<file path="src/inc/stic_pkg.sv">
package stic_pkg;
  // apb register byte offsets
  localparam logic [7:0]  ADDR_CTRL      = 8'h00;
  localparam logic [7:0]  ADDR_STATUS    = 8'h04;
  localparam logic [7:0]  ADDR_LEDLVL    = 8'h08;
  localparam logic [7:0]  ADDR_AUTOOFF   = 8'h0c;
  localparam logic [7:0]  ADDR_EVENT     = 8'h10;
  localparam logic [7:0]  ADDR_RXBYTE    = 8'h14;
  localparam logic [7:0]  ADDR_USBRPT    = 8'h18;
  // ctrl field positions and register reset values
  localparam int CTRL_INV      = 0;
  localparam int CTRL_TMODE_LO = 1;
  localparam int CTRL_TMODE_HI = 2;
  localparam int CTRL_USB      = 3;
  localparam int CTRL_CONC     = 4;
  localparam int CTRL_AUTOEN   = 5;
  localparam int CTRL_AIMEN    = 6;
  localparam logic [31:0] CTRL_RESET   = 32'h0000_0040;
  localparam logic [6:0]  LEDLVL_RESET = 7'h64;
  // event register bits (write-one actions from firmware)
  localparam int EV_DECODE  = 0;
  localparam int EV_TIMEOUT = 1;
  localparam int EV_SENT    = 2;
  localparam int EV_CHANGE  = 3;
  localparam int EV_STANDSYM= 4;
  localparam int EV_BEEP    = 5;
  // serial trigger bytes and usb report codes
  localparam logic [7:0] CH_SYN = 8'h16;
  localparam logic [7:0] CH_CR  = 8'h0d;
  localparam logic [7:0] CH_T_U = 8'h54;
  localparam logic [7:0] CH_T_L = 8'h74;
  localparam logic [7:0] CH_U_U = 8'h55;
  localparam logic [7:0] CH_U_L = 8'h75;
  localparam logic [7:0] USB_ACT   = 8'h04;
  localparam logic [7:0] USB_DEACT = 8'h00;
  // timing
  localparam int CLK_HZ        = 10_000_000;
  localparam int PWM_PERIOD_NS = 100_000;
  localparam int PWM_CYC       = PWM_PERIOD_NS / (1_000_000_000 / CLK_HZ);
  localparam int GOOD_MS       = 50;
  localparam int GOOD_CYC      = GOOD_MS * (CLK_HZ / 1000);
  localparam int BEEP_MS       = 100;
  localparam int BEEP_CYC      = BEEP_MS * (CLK_HZ / 1000);
  localparam int FRAME_CYC     = 400;
  localparam int EXPO_CYC      = 250;
  localparam int AIM_CYC       = FRAME_CYC / 4;

  typedef enum logic [1:0] {
    TM_MANUAL = 2'h0,
    TM_LOWPWR = 2'h1,
    TM_PRES   = 2'h2,
    TM_STAND  = 2'h3
  } stic_tmode_t;

  typedef enum logic [5:0] {
    ST_IDLE  = 6'h01,
    ST_SCAN  = 6'h02,
    ST_SEND  = 6'h04,
    ST_WAITR = 6'h08,
    ST_OFF   = 6'h10,
    ST_STAND = 6'h20
  } stic_state_t;

  typedef enum logic [3:0] {
    RX_HUNT = 4'h1,
    RX_SYN  = 4'h2,
    RX_ACT  = 4'h4,
    RX_DEA  = 4'h8
  } stic_rx_t;

  typedef struct packed {
    logic illum;
    logic aim;
  } stic_leds_t;
endpackage : stic_pkg

</file>
<file path="src/rtl/stic_core.sv">
// Overview of operation
// - default serial polarity is normal, as seen by an rs-232 input
// - inverted polarity flips tx, rx, cts and rts logic sense
// - polarity select pin held low selects inverted polarity
// - manual mode idles until serial, usb or trigger pin activation
// - serial 16 T/t 0d activates, 16 U/u 0d deactivates trigger
// - usb report 04 activates, 00 deactivates trigger
// - optional auto deactivation after programmed time since activation
// - low-power manual mode only honoured with ttl serial interface
// - low-power mode removes scan power between scans, restored by trigger
// - no stop mode while wake request input is low
// - scan, indicate, send, power off only once trigger released
// - presentation mode lights leds only after field change
// - scan stand idles on stand symbol, scans otherwise
// - success indicator lights on good read
// - sounder driven with one fixed pwm tone on good read or beep event
// - led level 100..30 step 10 drives current, 0 turns off
// - interlaced: illumination during exposure, aimer in last quarter frame
// - aimer duty held near 25 percent in both modes
// - concurrent: illumination steady, aimer off during exposure
// - concurrent mode lowers illumination current
// - imaging timing runs from 12 or 24 mhz core clock
// - polarity pin low overrides configured polarity
// - powered-off flag high while in power-off mode
// - success active low; sounder idles high, driven low
// - wake request low wakes device from power off
//
// The register offsets and the APB slave port were chosen for this implementation.
module stic_core
  import stic_pkg::*;
#(
  parameter int CORE_MHZ = 24,
  parameter int AUTO_W   = 24
) (
  input  wire logic        SYS_CLK,
  input  wire logic        RESETN,
  input  wire logic        PSEL,
  input  wire logic        PENABLE,
  input  wire logic        PWRITE,
  input  wire logic [7:0]  PADDR,
  input  wire logic [31:0] PWDATA,
  output logic      [31:0] PRDATA,
  output logic             PREADY,
  output logic             PSLVERR,
  input  wire logic        POLARITY_SELECT_IN,
  input  wire logic        TRIGGER_PIN_LOW,
  input  wire logic        WAKE_REQUEST,
  input  wire logic        RXD_PIN,
  input  wire logic        CTS_PIN,
  input  wire logic        TXD_CORE,
  input  wire logic        RTS_CORE,
  output logic             TXD_PIN,
  output logic             RTS_PIN,
  output logic             RXD_CORE,
  output logic             CTS_CORE,
  output logic             SCAN_POWER,
  output logic             TRIGGER_ACTIVE,
  output logic             POWERED_OFF_FLAG,
  output logic             SUCCESS_INDICATOR,
  output logic             SOUNDER_DRIVE,
  output logic             ILLUM_EN,
  output logic             AIMER_EN,
  output logic             EXPOSING,
  output logic      [6:0]  LED_CURRENT_LEVEL
);
  if (CORE_MHZ != 12 && CORE_MHZ != 24) begin : g_bad_core_clk
    $error("core clock must be 12 or 24 mhz");
  end
  if (AUTO_W < 1 || AUTO_W > 32) begin : g_bad_auto_w
    $error("auto width out of range");
  end
  // frame and tone counters are only 16 bits wide
  if (FRAME_CYC > 32'h0000_ffff || PWM_CYC > 32'h0000_ffff) begin : g_bad_counts
    $error("frame or tone period too long for its counter");
  end

  function automatic logic lvl_ok(input logic [6:0] v);
    lvl_ok = (v == 7'h00) || ((v >= 7'h1e) && (v <= 7'h64) && (v % 7'h0a == 7'h00));
  endfunction : lvl_ok

  // three-stage input sync, change accepted when stages two and three agree
  logic [2:0] trg_sy_ff, wak_sy_ff, inv_sy_ff;
  logic       trg_ff, wak_ff, inv_ff;
  logic       nxt_trg, nxt_wak, nxt_inv;
  always_comb begin
    nxt_trg = (trg_sy_ff[1] == trg_sy_ff[2]) ? trg_sy_ff[2] : trg_ff;
    nxt_wak = (wak_sy_ff[1] == wak_sy_ff[2]) ? wak_sy_ff[2] : wak_ff;
    nxt_inv = (inv_sy_ff[1] == inv_sy_ff[2]) ? inv_sy_ff[2] : inv_ff;
  end
  // reset to the released level, so no false edge follows reset
  always_ff @(posedge SYS_CLK or negedge RESETN) begin
    if (!RESETN) begin
      trg_sy_ff <= 3'h7;
      wak_sy_ff <= 3'h7;
      inv_sy_ff <= 3'h7;
      trg_ff    <= 1'b1;
      wak_ff    <= 1'b1;
      inv_ff    <= 1'b1;
    end else begin
      trg_sy_ff <= {trg_sy_ff[1:0], TRIGGER_PIN_LOW};
      wak_sy_ff <= {wak_sy_ff[1:0], WAKE_REQUEST};
      inv_sy_ff <= {inv_sy_ff[1:0], POLARITY_SELECT_IN};
      trg_ff    <= nxt_trg;
      wak_ff    <= nxt_wak;
      inv_ff    <= nxt_inv;
    end
  end

  // apb registers
  logic [31:0]       ctrl_ff, nxt_ctrl;
  logic [6:0]        lvl_ff, nxt_lvl;
  logic [AUTO_W-1:0] auto_ff, nxt_auto;
  logic [7:0]        rxb_ff, nxt_rxb;
  logic [7:0]        usb_ff, nxt_usb;
  logic              rxv_ff, nxt_rxv, usbv_ff, nxt_usbv;
  logic [5:0]        ev_ff, nxt_ev;
  logic              wr, rd_ok;
  assign wr      = PSEL && PENABLE && PWRITE;
  // zero wait states: every access ends in its first access cycle
  assign PREADY  = 1'b1;
  always_comb begin
    rd_ok = 1'b1;
    case (PADDR)
      ADDR_CTRL, ADDR_STATUS, ADDR_LEDLVL, ADDR_AUTOOFF,
      ADDR_EVENT, ADDR_RXBYTE, ADDR_USBRPT: rd_ok = 1'b1;
      default: rd_ok = 1'b0;
    endcase
  end
  assign PSLVERR = PSEL && PENABLE && !rd_ok;

  stic_state_t st_ff, nxt_st;
  stic_rx_t    rx_ff, nxt_rx;
  logic        trig_ff, nxt_trig;
  logic [AUTO_W-1:0] acnt_ff, nxt_acnt;
  logic [31:0] good_ff, nxt_good, beep_ff, nxt_beep;
  logic [15:0] pwm_ff, nxt_pwm, frm_ff, nxt_frm;
  logic [31:0] status;

  always_comb begin
    nxt_ctrl = ctrl_ff;
    nxt_lvl  = lvl_ff;
    nxt_auto = auto_ff;
    nxt_rxb  = rxb_ff;
    nxt_usb  = usb_ff;
    nxt_rxv  = 1'b0;
    nxt_usbv = 1'b0;
    // event bits live one cycle, so no set and clear can collide
    nxt_ev   = 6'h00;
    if (wr) begin
      case (PADDR)
        ADDR_CTRL:    nxt_ctrl = {25'h0, PWDATA[6:0]};
        // refused levels keep the old setting
        ADDR_LEDLVL:  if (lvl_ok(PWDATA[6:0])) nxt_lvl = PWDATA[6:0];
        ADDR_AUTOOFF: nxt_auto = PWDATA[AUTO_W-1:0];
        ADDR_EVENT:   nxt_ev = PWDATA[5:0];
        ADDR_RXBYTE: begin
          nxt_rxb = PWDATA[7:0];
          nxt_rxv = 1'b1;
        end
        ADDR_USBRPT: begin
          nxt_usb  = PWDATA[7:0];
          nxt_usbv = 1'b1;
        end
        default: nxt_ctrl = ctrl_ff;
      endcase
    end
  end

  // serial trigger command parser
  logic ser_act, ser_deact;
  always_comb begin
    nxt_rx    = rx_ff;
    ser_act   = 1'b0;
    ser_deact = 1'b0;
    if (rxv_ff) begin
      case (rx_ff)
        RX_SYN:  nxt_rx = (rxb_ff == CH_T_U || rxb_ff == CH_T_L) ? RX_ACT :
                          (rxb_ff == CH_U_U || rxb_ff == CH_U_L) ? RX_DEA :
                          (rxb_ff == CH_SYN) ? RX_SYN : RX_HUNT;
        RX_ACT: begin
          ser_act = (rxb_ff == CH_CR);
          nxt_rx  = (rxb_ff == CH_SYN) ? RX_SYN : RX_HUNT;
        end
        RX_DEA: begin
          ser_deact = (rxb_ff == CH_CR);
          nxt_rx    = (rxb_ff == CH_SYN) ? RX_SYN : RX_HUNT;
        end
        default: nxt_rx = (rxb_ff == CH_SYN) ? RX_SYN : RX_HUNT;
      endcase
    end
  end

  logic usb_sel, lowpwr, usb_act, usb_deact, pin_act, pin_rel, act, deact, auto_hit;
  stic_tmode_t tmode;
  assign usb_sel   = ctrl_ff[CTRL_USB];
  assign tmode     = stic_tmode_t'(ctrl_ff[CTRL_TMODE_HI:CTRL_TMODE_LO]);
  assign lowpwr    = (tmode == TM_LOWPWR) && !usb_sel;
  assign usb_act   = usbv_ff && usb_sel && (usb_ff == USB_ACT);
  assign usb_deact = usbv_ff && usb_sel && (usb_ff == USB_DEACT);
  assign pin_act   = !trg_ff;
  // a released pin ends the trigger it raised, so low-power mode can power off
  assign pin_rel   = !trg_ff && nxt_trg;
  // a zero period disables auto release
  assign auto_hit  = ctrl_ff[CTRL_AUTOEN] && trig_ff && (auto_ff != '0) && (acnt_ff >= auto_ff);
  assign act       = ser_act || usb_act || pin_act;
  assign deact     = ser_deact || usb_deact || auto_hit || pin_rel;

  always_comb begin
    nxt_trig = trig_ff;
    nxt_acnt = acnt_ff;
    if (act && !trig_ff) begin
      nxt_trig = 1'b1;
      nxt_acnt = '0;
    end else if (deact) begin
      nxt_trig = 1'b0;
    end else if (trig_ff) begin
      nxt_acnt = acnt_ff + 1'b1;
    end
    // decode ends a host trigger; a held pin keeps scanning
    if (ev_ff[EV_DECODE] && !pin_act) nxt_trig = 1'b0;
  end

  // scan sequencing
  always_comb begin
    nxt_st = st_ff;
    case (st_ff)
      ST_IDLE: begin
        if (tmode == TM_STAND) nxt_st = ST_STAND;
        else if (tmode == TM_PRES) begin
          if (ev_ff[EV_CHANGE]) nxt_st = ST_SCAN;
        end else if (trig_ff) nxt_st = ST_SCAN;
        else if (lowpwr && wak_ff && trg_ff) nxt_st = ST_OFF;
      end
      ST_SCAN:
        if (ev_ff[EV_DECODE] || ev_ff[EV_TIMEOUT]) nxt_st = ST_SEND;
        else if (!trig_ff && tmode != TM_PRES && tmode != TM_STAND) nxt_st = ST_IDLE;
      ST_SEND:
        if (ev_ff[EV_SENT]) nxt_st = lowpwr ? ST_WAITR : ST_IDLE;
      ST_WAITR:
        if (trg_ff && !trig_ff && wak_ff) nxt_st = ST_OFF;
        // pin still held: scan again rather than power off
        else if (trig_ff) nxt_st = ST_SCAN;
      ST_OFF:
        if (!trg_ff || !wak_ff) nxt_st = ST_IDLE;
      ST_STAND:
        if (tmode != TM_STAND) nxt_st = ST_IDLE;
        else if (ev_ff[EV_CHANGE] && !ev_ff[EV_STANDSYM]) nxt_st = ST_SCAN;
      default: nxt_st = ST_IDLE;
    endcase
  end

  // indicators
  logic in_scan;
  assign in_scan = (st_ff == ST_SCAN);
  always_comb begin
    nxt_good = (good_ff != 0) ? good_ff - 32'h1 : 32'h0;
    nxt_beep = (beep_ff != 0) ? beep_ff - 32'h1 : 32'h0;
    if (in_scan && ev_ff[EV_DECODE]) nxt_good = 32'(GOOD_CYC);
    if ((in_scan && ev_ff[EV_DECODE]) || ev_ff[EV_BEEP]) nxt_beep = 32'(BEEP_CYC);
    // one fixed tone; patterns are built from firmware beep events
    nxt_pwm = (pwm_ff >= 16'(PWM_CYC - 1)) ? 16'h0 : pwm_ff + 16'h1;
    nxt_frm = (frm_ff >= 16'(FRAME_CYC - 1)) ? 16'h0 : frm_ff + 16'h1;
  end

  always_ff @(posedge SYS_CLK or negedge RESETN) begin
    if (!RESETN) begin
      ctrl_ff <= CTRL_RESET;
      lvl_ff  <= LEDLVL_RESET;
      auto_ff <= '0;
      rxb_ff  <= 8'h00;
      usb_ff  <= 8'h00;
      rxv_ff  <= 1'b0;
      usbv_ff <= 1'b0;
      ev_ff   <= 6'h00;
      rx_ff   <= RX_HUNT;
      trig_ff <= 1'b0;
      acnt_ff <= '0;
      st_ff   <= ST_IDLE;
      good_ff <= 32'h0;
      beep_ff <= 32'h0;
      pwm_ff  <= 16'h0;
      frm_ff  <= 16'h0;
    end else begin
      ctrl_ff <= nxt_ctrl;
      lvl_ff  <= nxt_lvl;
      auto_ff <= nxt_auto;
      rxb_ff  <= nxt_rxb;
      usb_ff  <= nxt_usb;
      rxv_ff  <= nxt_rxv;
      usbv_ff <= nxt_usbv;
      ev_ff   <= nxt_ev;
      rx_ff   <= nxt_rx;
      trig_ff <= nxt_trig;
      acnt_ff <= nxt_acnt;
      st_ff   <= nxt_st;
      good_ff <= nxt_good;
      beep_ff <= nxt_beep;
      pwm_ff  <= nxt_pwm;
      frm_ff  <= nxt_frm;
    end
  end

  // outputs: registered
  logic       inv;
  stic_leds_t leds;
  logic       expo, scanning;
  assign inv      = ctrl_ff[CTRL_INV] || !inv_ff;
  assign scanning = in_scan && (lvl_ff != 7'h00);
  assign expo     = in_scan && (frm_ff < 16'(EXPO_CYC));
  always_comb begin
    leds.illum = 1'b0;
    leds.aim   = 1'b0;
    if (in_scan) begin
      // aim window fixed to a quarter frame so long exposures never stretch it
      leds.aim = ctrl_ff[CTRL_AIMEN] && (frm_ff >= 16'(FRAME_CYC - AIM_CYC));
      if (ctrl_ff[CTRL_CONC]) leds.illum = scanning;
      else leds.illum = scanning && expo;
    end
  end

  logic [6:0] drive_lvl;
  // concurrent halves current to cap peak supply draw
  assign drive_lvl = ctrl_ff[CTRL_CONC] ? (lvl_ff >> 1) : lvl_ff;

  always_ff @(posedge SYS_CLK or negedge RESETN) begin
    if (!RESETN) begin
      TXD_PIN           <= 1'b1;
      RTS_PIN           <= 1'b1;
      RXD_CORE          <= 1'b1;
      CTS_CORE          <= 1'b1;
      SCAN_POWER        <= 1'b1;
      TRIGGER_ACTIVE    <= 1'b0;
      POWERED_OFF_FLAG  <= 1'b0;
      SUCCESS_INDICATOR <= 1'b1;
      SOUNDER_DRIVE     <= 1'b1;
      ILLUM_EN          <= 1'b0;
      AIMER_EN          <= 1'b0;
      EXPOSING          <= 1'b0;
      LED_CURRENT_LEVEL <= 7'h00;
    end else begin
      TXD_PIN           <= TXD_CORE ^ inv;
      RTS_PIN           <= RTS_CORE ^ inv;
      RXD_CORE          <= RXD_PIN ^ inv;
      CTS_CORE          <= CTS_PIN ^ inv;
      SCAN_POWER        <= (st_ff != ST_OFF);
      TRIGGER_ACTIVE    <= trig_ff;
      POWERED_OFF_FLAG  <= (st_ff == ST_OFF);
      SUCCESS_INDICATOR <= (good_ff == 0);
      SOUNDER_DRIVE     <= !((beep_ff != 0) && (pwm_ff < 16'(PWM_CYC / 2)));
      ILLUM_EN          <= leds.illum;
      AIMER_EN          <= leds.aim;
      EXPOSING          <= expo;
      LED_CURRENT_LEVEL <= leds.illum ? drive_lvl : 7'h00;
    end
  end

  // state one-hot at bits 13:8, pin levels shown active high
  assign status = {16'h0, 2'h0, st_ff, 3'h0, inv, !wak_ff, !trg_ff, trig_ff, POWERED_OFF_FLAG};
  always_comb begin
    PRDATA = 32'h0;
    if (PSEL && !PWRITE) begin
      case (PADDR)
        ADDR_CTRL:    PRDATA = ctrl_ff;
        ADDR_STATUS:  PRDATA = status;
        ADDR_LEDLVL:  PRDATA = {25'h0, lvl_ff};
        ADDR_AUTOOFF: PRDATA = 32'(auto_ff);
        ADDR_RXBYTE:  PRDATA = {24'h0, rxb_ff};
        ADDR_USBRPT:  PRDATA = {24'h0, usb_ff};
        default:      PRDATA = 32'h0;
      endcase
    end
  end
endmodule : stic_core

</file>
<file path="config.mk">
export PLATFORM = sky130hd
export DESIGN_NAME = stic_core
export DESIGN_NICKNAME = d
export VERILOG_FILES = /design/src/inc/stic_pkg.sv /design/src/rtl/stic_core.sv
export SDC_FILE = /design/constraint.sdc
export NUM_CORES = 1
export LEC_CHECK = 0
export BUFFER_PORTS_ARGS = -buffer_cell sky130_fd_sc_hd__buf_2
export CORE_ASPECT_RATIO = 0.6
export CORE_MARGIN = 2
export CORE_UTILIZATION = 40
export CTS_CLUSTER_DIAMETER = 50
export CTS_CLUSTER_SIZE = 12
export DETAILED_ROUTE_END_ITERATION = 7
export SLEW_MARGIN = 10
export SYNTH_ARGS = -nofsm -noshare
export SYNTH_HDL_FRONTEND = slang
export SYNTH_SLANG_ARGS = --single-unit
export TNS_END_PERCENT = 20
</file>
<file path="constraint.sdc">
create_clock -name SYS_CLK -period 4.19 [get_ports SYS_CLK]
set_clock_uncertainty 0.2 [all_clocks]
set_input_delay 0.838 -clock SYS_CLK [delete_from_list [all_inputs] [get_ports SYS_CLK]]
set_output_delay 0.838 -clock SYS_CLK [all_outputs]
set_load 0.05 [all_outputs]
</file>
==> summary.txt, run 1 <==
STA
  – Fin. max-slew vios: 0
  – Normalized max-slew margin: 34.3%
  – Achievable clock frequency: 243 MHz
  – Worst Setup Slack, final: around 0.067 ns
  – Final Setup Violations: 0
  – Worst Hold Margin: 0.150 ns
  – Final period demand of the worst path: 4.12 ns
  – Worst Max-Slew Pin Slew: just under 1 ns
  – Setup repair after global routing missed its margin: true
  – Final-report hold violation count: 0
  – Share of the cycle needed by the critical path after routing: 98.4%

Logic synthesis
  – Share of flip-flops with an asynchronous set or reset: 100%
  – Synthesized area: 11000 um2
  – Count of mapped cells out of synthesis: about 1.1k
  – Portion of synthesized cell area occupied by the leading cell type: 45.1%
  – Number of different library cells in the post-synthesis netlist: 69
  – Synthesis-stage register bit count: 224
  – Cell types with the largest area share after synthesis: sky130_fd_sc_hd__dfrtp_1 (45%), sky130_fd_sc_hd__dfstp_2 (5.9%), sky130_fd_sc_hd__mux2_2 (5.5%)
  – Post-synthesis sequential area ratio: about 50%
  – Count of flip-flops with a built-in enable after synthesis: 0
  – Leading register cell type out of synthesis: sky130_fd_sc_hd__dfrtp_1
  – Cell type contributing the most total cell area after synthesis: sky130_fd_sc_hd__dfrtp_1
  – Number of warnings printed during yosys synthesis: 0
  – Post-Syn Area per Cell: slightly above 10 um2

Placement
  – Placer's final routability congestion estimate: 0.897
  – Count of buffers from port buffering: 87
  – Setup slack at placement: slightly below 0.1 ns
  – DPL Wire Length: between 15000 and 20000 um

Finish
  – Most used cells in the layout excluding fill and tap cells: sky130_fd_sc_hd__dfrtp_1 (199), sky130_fd_sc_hd__nor2_1 (124), sky130_fd_sc_hd__buf_2 (83)
  – Register Area: ~5600 um2
  – Proportion of layout cells with a drive suffix above 1: 19.8%
  – Count of filler cells inserted in the layout: roughly 2.6k
  – Total number of nets in the final design: 1256
  – Area added between synthesis and finish: 14.2%
  – Footprint of the multi-input gates: 5030 um2
  – Most common cell after layout, fill and taps aside: sky130_fd_sc_hd__dfrtp_1

Routing
  – Via density per instance: approximately 5.3
  – Number of routed nets with antenna violations: 0
  – Wire length per cell after detailed routing: 17.0 um
  – Overall via count from detail_route: ~8.2k
  – DRC violation count after routing: 0
  – Total Routed Length: ~26000 um
  – First-pass iteration count of the detailed router: 5
  – Drt initial violations: 570

Flow run
  – Max-Cap Viols: 0

Clock network
  – Clock tree from TritonCTS: done
  – CTS resizes: 0
  – Insertion delay to the later sink of the worst-skew pair: 0.52 ns
  – Clock sinks: 224
  – Hold Buf Count CTS: 0
  – CTS max path bufs: 3
  – Cell at the root of the clock tree: sky130_fd_sc_hd__clkbuf_16
  – Buffers inserted by post-CTS timing repair: 0
  – H-tree depth: 1
  – Number of buffers created by CTS: 22
  – Clock-pin slew on the worst setup and hold paths: 0.06 ns

Floorplanning
  – Die width: 219 um
  – Die area: 29000 um2
  – Core Box Area: around 27000 um2
  – Vert. Die Dim: 133 um
  – Total number of placement rows: 47
  – Initial Utilization: 40.4%
  – IO Pins: 105

Worst setup path
  – Required time at the endpoint of the critical path: between 3 and 4 ns
  – Critical path data arrival time: 3.09 ns
  – Source of the worst register-to-register timing path: auto_ff[18]
  – Worst reg2reg path depth: 8
  – Crit path max fanout: 8
  – Worst setup EP type: output port
  – Minimum setup slack among reg-to-reg paths: a little over 0.7 ns
  – Sort of element at the start of the critical path: input port
  – Worst Path Class, Setup: input port to output port
  – End of the worst register-to-register path: acnt_ff[9]

Power
  – Total power per unit cell area: 480 nW/um2
  – Total power draw: a little over 6 mW
  – Largest voltage drop on the vdd net: 0.000288 V
  – Leakage power of the design: ~5.6 nW

Global route
  – Pin count of the biggest net entering global routing: 120
  – Global-route congestion overflow total: 0
  – Global router's overall resource usage: 18.9%
  – Wire length of the first global-routing pass: 43900 um
  – Number of global-route vias before repair: 8062
  – Initial antenna violation count: 0

Outcome
  – Outcome: completed

Min path
  – Type of the worst min-delay path: input port to asynchronous set/reset pin
[worst max-delay path, stage by stage]
cell and delay [ns]:
sky130_fd_sc_hd__buf_2 0.09, sky130_fd_sc_hd__or4_1 0.55, sky130_fd_sc_hd__nor3_1 0.28, sky130_fd_sc_hd__buf_4 0.20, sky130_fd_sc_hd__and3b_1 0.36, sky130_fd_sc_hd__a22oi_1 0.13
sky130_fd_sc_hd__a31oi_1 0.32, sky130_fd_sc_hd__clkbuf_4 0.31
[sequential cells by signal (all words and copies together), names as in the netlist, 6 cells and up]
| name | cells |
|---|---|
| st_ff | 6 |
| lvl_ff | 7 |
| acnt_ff | 24 |
| frm_ff | 16 |
| good_ff | 32 |
| auto_ff | 24 |
| ev_ff | 6 |
| beep_ff | 32 |
| rxb_ff | 8 |
| LED_CURRENT_LEVEL | 7 |
| ctrl_ff | 7 |
| pwm_ff | 16 |
| usb_ff | 8 |
[per-layer routing]
layer  GRT usage [%]  share of wire (%)
met1            30.5                 52
met2            25.7                 40
met3            3.82                6.2
met4            3.59                1.7
met5               0                  0
[where the power goes]
part	internal, mW	switching, mW	leakage [nW]
Sequential	2.55	0.384	2.89
Combinational	0.522	0.710	2.37
Clock	1.06	0.836	0.316
[layout make-up]
class	instances	area share (%)
diodes	1	0.0198
flip-flops and latches	224	44.7
inverters	47	1.43
repair buffers	110	5.16
clock buffers	40	5.23
multi-input cells	768	39.9
well taps	367	3.64
[logic make-up after synthesis]
| logic type | synth area share (%) |
|---|---|
| AOI/OAI and AO/OA | 9.11 |
| buffers and inverters | 4.15 |
| and+or+nand+nor | 19.6 |
| other | 0.0680 |
| xor gates and xnor gates | 6.18 |
| muxes | 6.14 |
| DFF | 51.0 |
| adders and majority gates | 3.69 |
[cell usage after synthesis (4+ instances only)]
library cell and instances:
sky130_fd_sc_hd__or4_1 16, sky130_fd_sc_hd__xor2_1 24, sky130_fd_sc_hd__a21oi_1 40, sky130_fd_sc_hd__a31oi_1 6, sky130_fd_sc_hd__nor2b_1 9, sky130_fd_sc_hd__nand3_1 35, sky130_fd_sc_hd__dfstp_2 25, sky130_fd_sc_hd__a21o_1 4
sky130_fd_sc_hd__clkbuf_1 29, sky130_fd_sc_hd__a211oi_1 4, sky130_fd_sc_hd__buf_4 9, sky130_fd_sc_hd__or3_1 13, sky130_fd_sc_hd__o31ai_1 4, sky130_fd_sc_hd__buf_2 10, sky130_fd_sc_hd__mux2_2 54, sky130_fd_sc_hd__and3_1 16
sky130_fd_sc_hd__nand2_1 58, sky130_fd_sc_hd__o21ai_0 43, sky130_fd_sc_hd__nand4_1 15, sky130_fd_sc_hd__o211ai_1 7, sky130_fd_sc_hd__mux2i_1 7, sky130_fd_sc_hd__nand3b_1 5, sky130_fd_sc_hd__a211o_1 5, sky130_fd_sc_hd__o41ai_1 5
sky130_fd_sc_hd__xnor2_1 54, sky130_fd_sc_hd__dfrtp_1 199, sky130_fd_sc_hd__o22ai_1 4, sky130_fd_sc_hd__nor3b_1 9, sky130_fd_sc_hd__nor4_1 25, sky130_fd_sc_hd__nand2b_1 12, sky130_fd_sc_hd__nor2_1 125, sky130_fd_sc_hd__nor3_1 41
sky130_fd_sc_hd__and2_1 11, sky130_fd_sc_hd__a22oi_1 20, sky130_fd_sc_hd__inv_1 46, sky130_fd_sc_hd__ha_1 31
[metrics by stage]
stage	area [um2]	utilization (%)	cells	TNS [ns]
floorplan	11100	-	1091	-2.60
global placement	11900	43.7	1516	0
detailed placement	11900	43.7	1516	0
CTS	12600	46.1	1556	0
global route	12600	46.1	1556	-0.0146
finish	12600	46.1	1557	0
[how the worst max path moves through the flow]
stage / startpoint / end
after floorplan: PADDR[0] / PRDATA[14]
after global placement: PADDR[0] / PRDATA[5]
after detailed placement: PADDR[0] / PRDATA[20]
after CTS: PADDR[0] / PRDATA[20]
after global routing: PADDR[0] / PRDATA[5]
final: PADDR[0] / PRDATA[5]
Power figures use the tool's default switching activity.
==> run 2, diff against run 1 <==
--- a/config.mk
+++ b/config.mk
@@ -8,10 +8,12 @@
 export BUFFER_PORTS_ARGS = -buffer_cell sky130_fd_sc_hd__buf_2
 export CORE_ASPECT_RATIO = 0.6
 export CORE_MARGIN = 2
-export CORE_UTILIZATION = 40
+export CORE_UTILIZATION = 60
 export CTS_CLUSTER_DIAMETER = 50
 export CTS_CLUSTER_SIZE = 12
 export DETAILED_ROUTE_END_ITERATION = 7
+export GPL_TIMING_DRIVEN = 0
+export PLACE_DENSITY = 0.81
 export SLEW_MARGIN = 10
 export SYNTH_ARGS = -nofsm -noshare
 export SYNTH_HDL_FRONTEND = slang
==> run 2 against run 1 <==
  * First-iteration DRC count grew 26%
  * Clock-buffer cell count is the same
  * Sequential share of layout area grew 0.13 points
  * Clock power shrank 2%
  * Global-route usage grew 9.0 points
  * Utilization grew 23 points
==> summary.txt, run 2 (synthesis gave the netlist of run 1 again) <==
Routing
  – Number of routed nets with antenna violations: 0 (unchanged)
  – Total Routed Length: 26200 um (-0.92%)
  – Wire length per cell after detailed routing: 18.0 um (+5.9%)
  – DRC violation count after routing: 0 (unchanged)
  – First-pass iteration count of the detailed router: 5 (unchanged)
  – Via density per instance: 5.96 (+13%)
  – Overall via count from detail_route: 8683 (+5.8%)
  – Drt initial violations: 717 (+26%)

STA
  – Share of the cycle needed by the critical path after routing: 99.1% (+0.65 points)
  – Fin. max-slew vios: 0 (unchanged)
  – Achievable clock frequency: 241 MHz (-0.66%)
  – Final Setup Violations: 0 (unchanged)
  – Normalized max-slew margin: 37.0% (+2.7 points)
  – Final-report hold violation count: 0 (unchanged)
  – Final period demand of the worst path: 4.15 ns (+0.0272 ns)
  – Worst Max-Slew Pin Slew: 0.940 ns (-0.0454 ns)
  – Worst Hold Margin: 0.150 ns (-0.0000880 ns)

Floorplanning
  – Die width: 179 um (-18%)
  – Total number of placement rows: 38 (-19%)
  – Die area: 19500 um2 (-33%)
  – IO Pins: 105 (unchanged)
  – Vert. Die Dim: 109 um (-18%)
  – Core Box Area: 18100 um2 (-34%)
  – Initial Utilization: 61.1% (+21 points)

Worst setup path
  – Sequence of cells on the critical path: buf_2, or4_1, nor3_4, and3_2, clkbuf_4, nand2_1, a31oi_1, clkbuf_4
  – Start point of the critical path: PADDR[0]
  – Worst setup EP type: output port
  – CP max stage delay: 0.68 ns (+0.13 ns)
  – Critical path data arrival time: 3.11 ns (+0.02 ns)
  – Sort of element at the start of the critical path: input port
  – Source of the worst register-to-register timing path: auto_ff[2]
  – Required time at the endpoint of the critical path: 3.15 ns (about the same)
  – End of the worst register-to-register path: acnt_ff[18]
  – Cell at the slowest stage of the critical path: sky130_fd_sc_hd__or4_1
  – Crit-path leading delay family: simple AND/OR/NAND/NOR gates
  – Worst reg2reg path depth: 11 (+3)
  – Crit path max fanout: 10 (+2)
  – Total buffers and inverters traversed by the critical path: 3 (unchanged)
  – Minimum setup slack among reg-to-reg paths: 0.72 ns (about the same)
  – Most common cell on crit path: sky130_fd_sc_hd__clkbuf_4
  – Worst Path Class, Setup: input port to output port

Outcome
  – Outcome: completed

Global route
  – Global-route congestion overflow total: 0 (unchanged)
  – Global router's overall resource usage: 27.9% (+9.0 points)
  – Initial antenna violation count: 0 (unchanged)
  – Number of global-route vias before repair: 8397 (+4.2%)
  – Pin count of the biggest net entering global routing: 114 (-5.0%)
  – Wire length of the first global-routing pass: 43100 um (-1.9%)

Finish
  – Total number of nets in the final design: 1284 (+2.2%)
  – Final core utilization: 69.6% (+23 points)
  – Fin cells: 1457 (-6.4%)
  – Most common cell after layout, fill and taps aside: sky130_fd_sc_hd__dfrtp_1
  – Most used cells in the layout excluding fill and tap cells: sky130_fd_sc_hd__dfrtp_1 (199), sky130_fd_sc_hd__nor2_1 (124), sky130_fd_sc_hd__buf_2 (91)
  – Footprint of the multi-input gates: 5050 um2 (+0.50%)
  – Count of filler cells inserted in the layout: 1373 (-46%)
  – Biggest registers after layout: beep_ff x32, good_ff x32
  – Proportion of layout cells with a drive suffix above 1: 19.5% (-0.29 points)
  – Area added between synthesis and finish: 13.9%
  – Final antenna diode count: 0 (-1)
  – Register Area: 5640 um2 (unchanged)

Clock network
  – Number of buffers created by CTS: 22 (unchanged)
  – H-tree depth: 1 (unchanged)
  – Clock tree from TritonCTS: done
  – Insertion delay to the later sink of the worst-skew pair: 0.51 ns (about the same)
  – Cell at the root of the clock tree: sky130_fd_sc_hd__clkbuf_16
  – CTS max path bufs: 3 (unchanged)
  – Clock-pin slew on the worst setup and hold paths: 0.06 ns (about the same)
  – Clock sinks: 224 (unchanged)
  – Hold Buf Count CTS: 0 (unchanged)

Placement
  – Count of placed standard cells including taps: 1416 (-6.6%)
  – DPL Wire Length: 18100 um (-4.7%)
  – Placer's final routability congestion estimate: 0.949 (+5.8%)
  – Count of buffers from port buffering: 84 (-3.4%)

Min path
  – Start point of the worst hold path: inv_sy_ff[0]
  – Destination of the worst hold path: inv_sy_ff[1]
  – Number of stages on the worst hold path: 0
  – Type of the worst min-delay path: register to register

Flow run
  – Max-Cap Viols: 0 (unchanged)

Power
  – Total power per unit cell area: 483 nW/um2 (+0.61%)
  – Total power draw: 6.08 mW (+0.32%)
  – Largest voltage drop on the vdd net: 0.000349 V (+21%)
  – Leakage power of the design: 5.62 nW (+0.96%)
==> run 2: changes by cell type in the layout (fill, tap and decap cells not counted), sizes merged <==
cell / previous run / this run
buf: 107 / 109
clkbuf: 43 / 69
clkinv: 0 / 1
clkinvlp: 1 / 0
diode: 1 / 0
==> run 2: report_power, final <==
part | internal, mW | total [mW] | switching [mW]
Sequential | 2.55 | 2.92 | 0.370
Clock | 1.04 | 1.85 | 0.814
Combinational | 0.534 | 1.30 | 0.771
Total | 4.12 | 6.08 | 1.96
==> run 2: per-layer routing <==
| metal | track usage (%) | share of wire (%) | up-vias |
|---|---|---|---|
| met1 | 40.8 | 46 | 4247 |
| met2 | 42.5 | 44 | 359 |
| met4 | 6.97 | 2.3 | 0 |
| met5 | 0 | 0 | - |
| met3 | 6.21 | 7.9 | 58 |
| li1 | - | - | 4019 |
==> run 2: repair_timing <==
action,4_1_cts,5_1_grt
setup endpoints to repair,23,9
pin swaps,1,0
buffers inserted,3,0
resized for setup,4,9
==> run 2: how the worst max path moves through the flow <==
stage / endpoint / depth (start not counted)
6_report: PRDATA[5] / 8
2_1_floorplan: PRDATA[14] / 6
3_3_place_gp: pwm_ff[8] / 1
5_1_grt: PRDATA[3] / 8
4_1_cts: PRDATA[3] / 9
3_5_place_dp: PRDATA[3] / 9
==> run 2: layout make-up <==
type                            count  share of cell area [%]
Buffer                             50                    2.22
Inverter                           47                    1.40
Clock buffer                       40                    5.16
Multi-Input combinational cell    768                    40.2
Tap cell                          240                    2.39
Timing Repair Buffer               88                    3.86
Sequential cell                   224                    44.8
==> run 2: stage by stage <==
step	area [um2]	setup TNS (ns)	worst slack [ns]
finish	12600	0	0.0394
global route	12600	-0.129	-0.0434
CTS	12600	0	0.0479
detailed placement	11900	-4.99	-0.419
global placement	11800	-341.01	-1.69
floorplan	11100	-2.60	-0.234
==> run 2: worst reg2reg max path: stages, from the launching register on <==
cell                      delay (ns)
sky130_fd_sc_hd__dfrtp_1        0.44
sky130_fd_sc_hd__inv_1          0.07
sky130_fd_sc_hd__ha_1           0.30
sky130_fd_sc_hd__nand2_1        0.06
sky130_fd_sc_hd__o21ai_0        0.22
sky130_fd_sc_hd__a21oi_1        0.12
sky130_fd_sc_hd__o41ai_1        0.86
sky130_fd_sc_hd__a21o_1         0.31
sky130_fd_sc_hd__buf_2          0.26
sky130_fd_sc_hd__buf_2          0.27
sky130_fd_sc_hd__o21ai_0        0.13
sky130_fd_sc_hd__a21oi_1        0.14
==> run 3, diff against run 2 <==
--- a/config.mk
+++ b/config.mk
@@ -8,12 +8,11 @@
 export BUFFER_PORTS_ARGS = -buffer_cell sky130_fd_sc_hd__buf_2
 export CORE_ASPECT_RATIO = 0.6
 export CORE_MARGIN = 2
-export CORE_UTILIZATION = 60
+export CORE_UTILIZATION = 38
 export CTS_CLUSTER_DIAMETER = 50
 export CTS_CLUSTER_SIZE = 12
 export DETAILED_ROUTE_END_ITERATION = 7
 export GPL_TIMING_DRIVEN = 0
-export PLACE_DENSITY = 0.81
 export SLEW_MARGIN = 10
 export SYNTH_ARGS = -nofsm -noshare
 export SYNTH_HDL_FRONTEND = slang
==> constraint.sdc (replaced) <==
create_clock -name SYS_CLK -period 5 [get_ports SYS_CLK]
set_clock_uncertainty 0.2 [all_clocks]
set_input_delay 1 -clock SYS_CLK [delete_from_list [all_inputs] [get_ports SYS_CLK]]
set_output_delay 1 -clock SYS_CLK [all_outputs]
set_load 0.05 [all_outputs]
==> run 3 against run 2 <==
  * Via count shrank 2.9%
  * Worst setup slack gained 0.17 ns
  * Clock-buffer cell count shrank 2
  * Global-route usage shrank 9.7 points
  * Hold slack lost 0.0054 ns
  * Combinational power shrank 16%
  * Wire length grew 2.7%
  * Clock power shrank 13%
  * Utilization shrank 25 points
  * Die area grew 56%
  * Sequential power shrank 17%
  * Non-clock buffer count is the same
  * Critical endpoint is now PRDATA[11]
==> summary.txt, run 3 (synthesis gave the netlist of run 1 again) <==
Routing
  – Total Routed Length: 26900 um (+2.7%)
  – Via density per instance: 5.29 (-11%)
  – First-pass iteration count of the detailed router: 5 (unchanged)
  – DRC violation count after routing: 0 (unchanged)
  – Number of routed nets with antenna violations: 0 (unchanged)
  – Wire length per cell after detailed routing: 16.9 um (-6.1%)
  – Drt initial violations: 721 (+0.56%)
  – Overall via count from detail_route: 8434 (-2.9%)

Power
  – Total power per unit cell area: 402 nW/um2 (-17%)
  – Leakage power of the design: 5.63 nW (about the same)
  – Total power draw: 5.13 mW (-16%)
  – Largest voltage drop on the vdd net: 0.000224 V (-36%)

Worst setup path
  – Worst reg2reg path depth: 11 (unchanged)
  – Start point of the critical path: PADDR[0]
  – Worst Path Class, Setup: input port to output port
  – Source of the worst register-to-register timing path: auto_ff[2]
  – Worst setup path endpoint: PRDATA[11]
  – Required time at the endpoint of the critical path: 3.80 ns (+0.65 ns)
  – Sort of element at the start of the critical path: input port
  – Critical path data arrival time: 3.59 ns (+0.48 ns)
  – Cell at the slowest stage of the critical path: sky130_fd_sc_hd__or4_1
  – CP max stage delay: 0.57 ns (-0.11 ns)
  – Worst setup EP type: output port
  – Minimum setup slack among reg-to-reg paths: 1.54 ns (+0.82 ns)
  – End of the worst register-to-register path: acnt_ff[19]
  – Crit path max fanout: 10 (unchanged)
  – Sequence of cells on the critical path: buf_2, or4_1, nor3_2, and3_1, clkbuf_1, clkbuf_2, a22oi_1, nor2_1, buf_2
  – Most common cell on crit path: sky130_fd_sc_hd__buf_2

Outcome
  – Outcome: completed

Floorplanning
  – IO Pins: 105 (unchanged)
  – Initial Utilization: 38.6% (-23 points)
  – Core Box Area: 28600 um2 (+59%)
  – Die width: 224 um (+25%)
  – Die area: 30500 um2 (+56%)
  – Vert. Die Dim: 136 um (+25%)
  – Total number of placement rows: 48 (+26%)

Finish
  – Biggest registers after layout: beep_ff x32, good_ff x32
  – Final antenna diode count: 0 (unchanged)
  – Area added between synthesis and finish: 15.6%
  – Final core utilization: 44.6% (-25 points)
  – Most common cell after layout, fill and taps aside: sky130_fd_sc_hd__dfrtp_1
  – Proportion of layout cells with a drive suffix above 1: 19.5% (+0.050 points)
  – Fin cells: 1594 (+9.4%)
  – Total number of nets in the final design: 1285 (+0.078%)
  – Most used cells in the layout excluding fill and tap cells: sky130_fd_sc_hd__dfrtp_1 (199), sky130_fd_sc_hd__nor2_1 (125), sky130_fd_sc_hd__buf_2 (93)

STA
  – Share of the cycle needed by the critical path after routing: 95.9%
  – Worst Setup Slack, final: 0.205 ns (+0.166 ns)
  – Normalized max-slew margin: 33.1% (-3.9 points)
  – Worst Hold Margin: 0.144 ns (-0.00536 ns)
  – Fin. max-slew vios: 0 (unchanged)
  – Final-report hold violation count: 0 (unchanged)
  – Setup repair after global routing missed its margin: false
  – Final Setup Violations: 0 (unchanged)
  – Worst Max-Slew Pin Slew: 0.999 ns (+0.0584 ns)
  – Achievable clock frequency: 209 MHz
  – Final period demand of the worst path: between 4 and 5 ns

Clock network
  – Buffers inserted by post-CTS timing repair: 0 (-3)
  – CTS max path bufs: 3 (unchanged)
  – Cell at the root of the clock tree: sky130_fd_sc_hd__clkbuf_16
  – Clock-pin slew on the worst setup and hold paths: 0.06 ns (about the same)
  – Number of buffers created by CTS: 23 (+4.5%)
  – H-tree depth: 1 (unchanged)
  – Clock tree from TritonCTS: done
  – Insertion delay to the later sink of the worst-skew pair: 0.52 ns (about the same)
  – Hold Buf Count CTS: 0 (unchanged)
  – Clock sinks: 224 (unchanged)
  – CTS resizes: 1 (-3)

Flow run
  – Max-Cap Viols: 0 (unchanged)

Min path
  – Type of the worst min-delay path: input port to asynchronous set/reset pin

Placement
  – DPL Wire Length: 19300 um (+6.8%)
  – Count of placed standard cells including taps: 1552 (+9.6%)
  – Placer's final routability congestion estimate: 0.885 (-6.8%)
  – Count of buffers from port buffering: 84 (unchanged)
  – Setup slack at placement: -0.115 ns (+0.304 ns)

Global route
  – Wire length of the first global-routing pass: 44100 um (+2.2%)
  – Initial antenna violation count: 0 (unchanged)
  – Number of global-route vias before repair: 8107 (-3.5%)
  – Global router's overall resource usage: 18.1% (-9.7 points)
  – Pin count of the biggest net entering global routing: 105 (-7.9%)
  – Global-route congestion overflow total: 0 (unchanged)
[run 3: cell types whose count changed in the layout (fill, tap and decap cells not counted), sizes merged]
cell / before / now
clkbuf: 69 / 67
clkinv: 1 / 4
inv: 46 / 47
[run 3: area by class of cell]
cell class              instances  area, um2
fillers                      2710      15900
flip-flops and latches        224       5640
multi-input cells             768       5040
clock buffers                  38        652
repair buffers                 86        485
well taps                     375        469
plain buffers                  52        283
inverters                      47        176
clock inverters                 4       27.5
[run 3: through the flow]
step | cell area (um2) | setup TNS, ns
2_1_floorplan | 11100 | 0
3_3_place_gp | 12000 | -258.14
3_5_place_dp | 12100 | -0.844
4_1_cts | 12800 | 0
5_1_grt | 12800 | 0
6_report | 12800 | 0
[run 3: worst min path at each step]
stage | start | to | slack [ns] | cells past startpoint
after floorplan | inv_sy_ff[0] | inv_sy_ff[1] | 0.15 | 0
after global placement | inv_sy_ff[0] | inv_sy_ff[1] | 0.15 | 0
after detailed placement | wak_sy_ff[0] | wak_sy_ff[1] | 0.15 | 0
after CTS | RESETN | good_ff[21] | 0.14 | 1
after global routing | RESETN | good_ff[23] | 0.15 | 1
final | RESETN | good_ff[24] | 0.14 | 1
[run 3: critical path: cells and delay by family]
kind / cells / cell delay, ns
buffers and inverters: 4 / 1.11
AOI/OAI and AO/OA: 1 / 0.13
and+or+nand+nor: 4 / 1.34
[run 3: where the power goes]
group | leakage [nW] | switching [mW] | internal [mW]
registers | 2.89 | 0.295 | 2.14
logic | 2.41 | 0.639 | 0.447
clock network | 0.330 | 0.720 | 0.891
total | 5.63 | 1.65 | 3.47
[run 3: per-layer routing]
layer  vias to the layer above  GRT usage, %  part of all wire, %
met5                         -             0                    0
li1                       4027             -                    -
met2                       231          25.3                   40
met1                      4136          28.1                   51
met4                         0          3.81                  2.1
met3                        40          4.34                  6.9
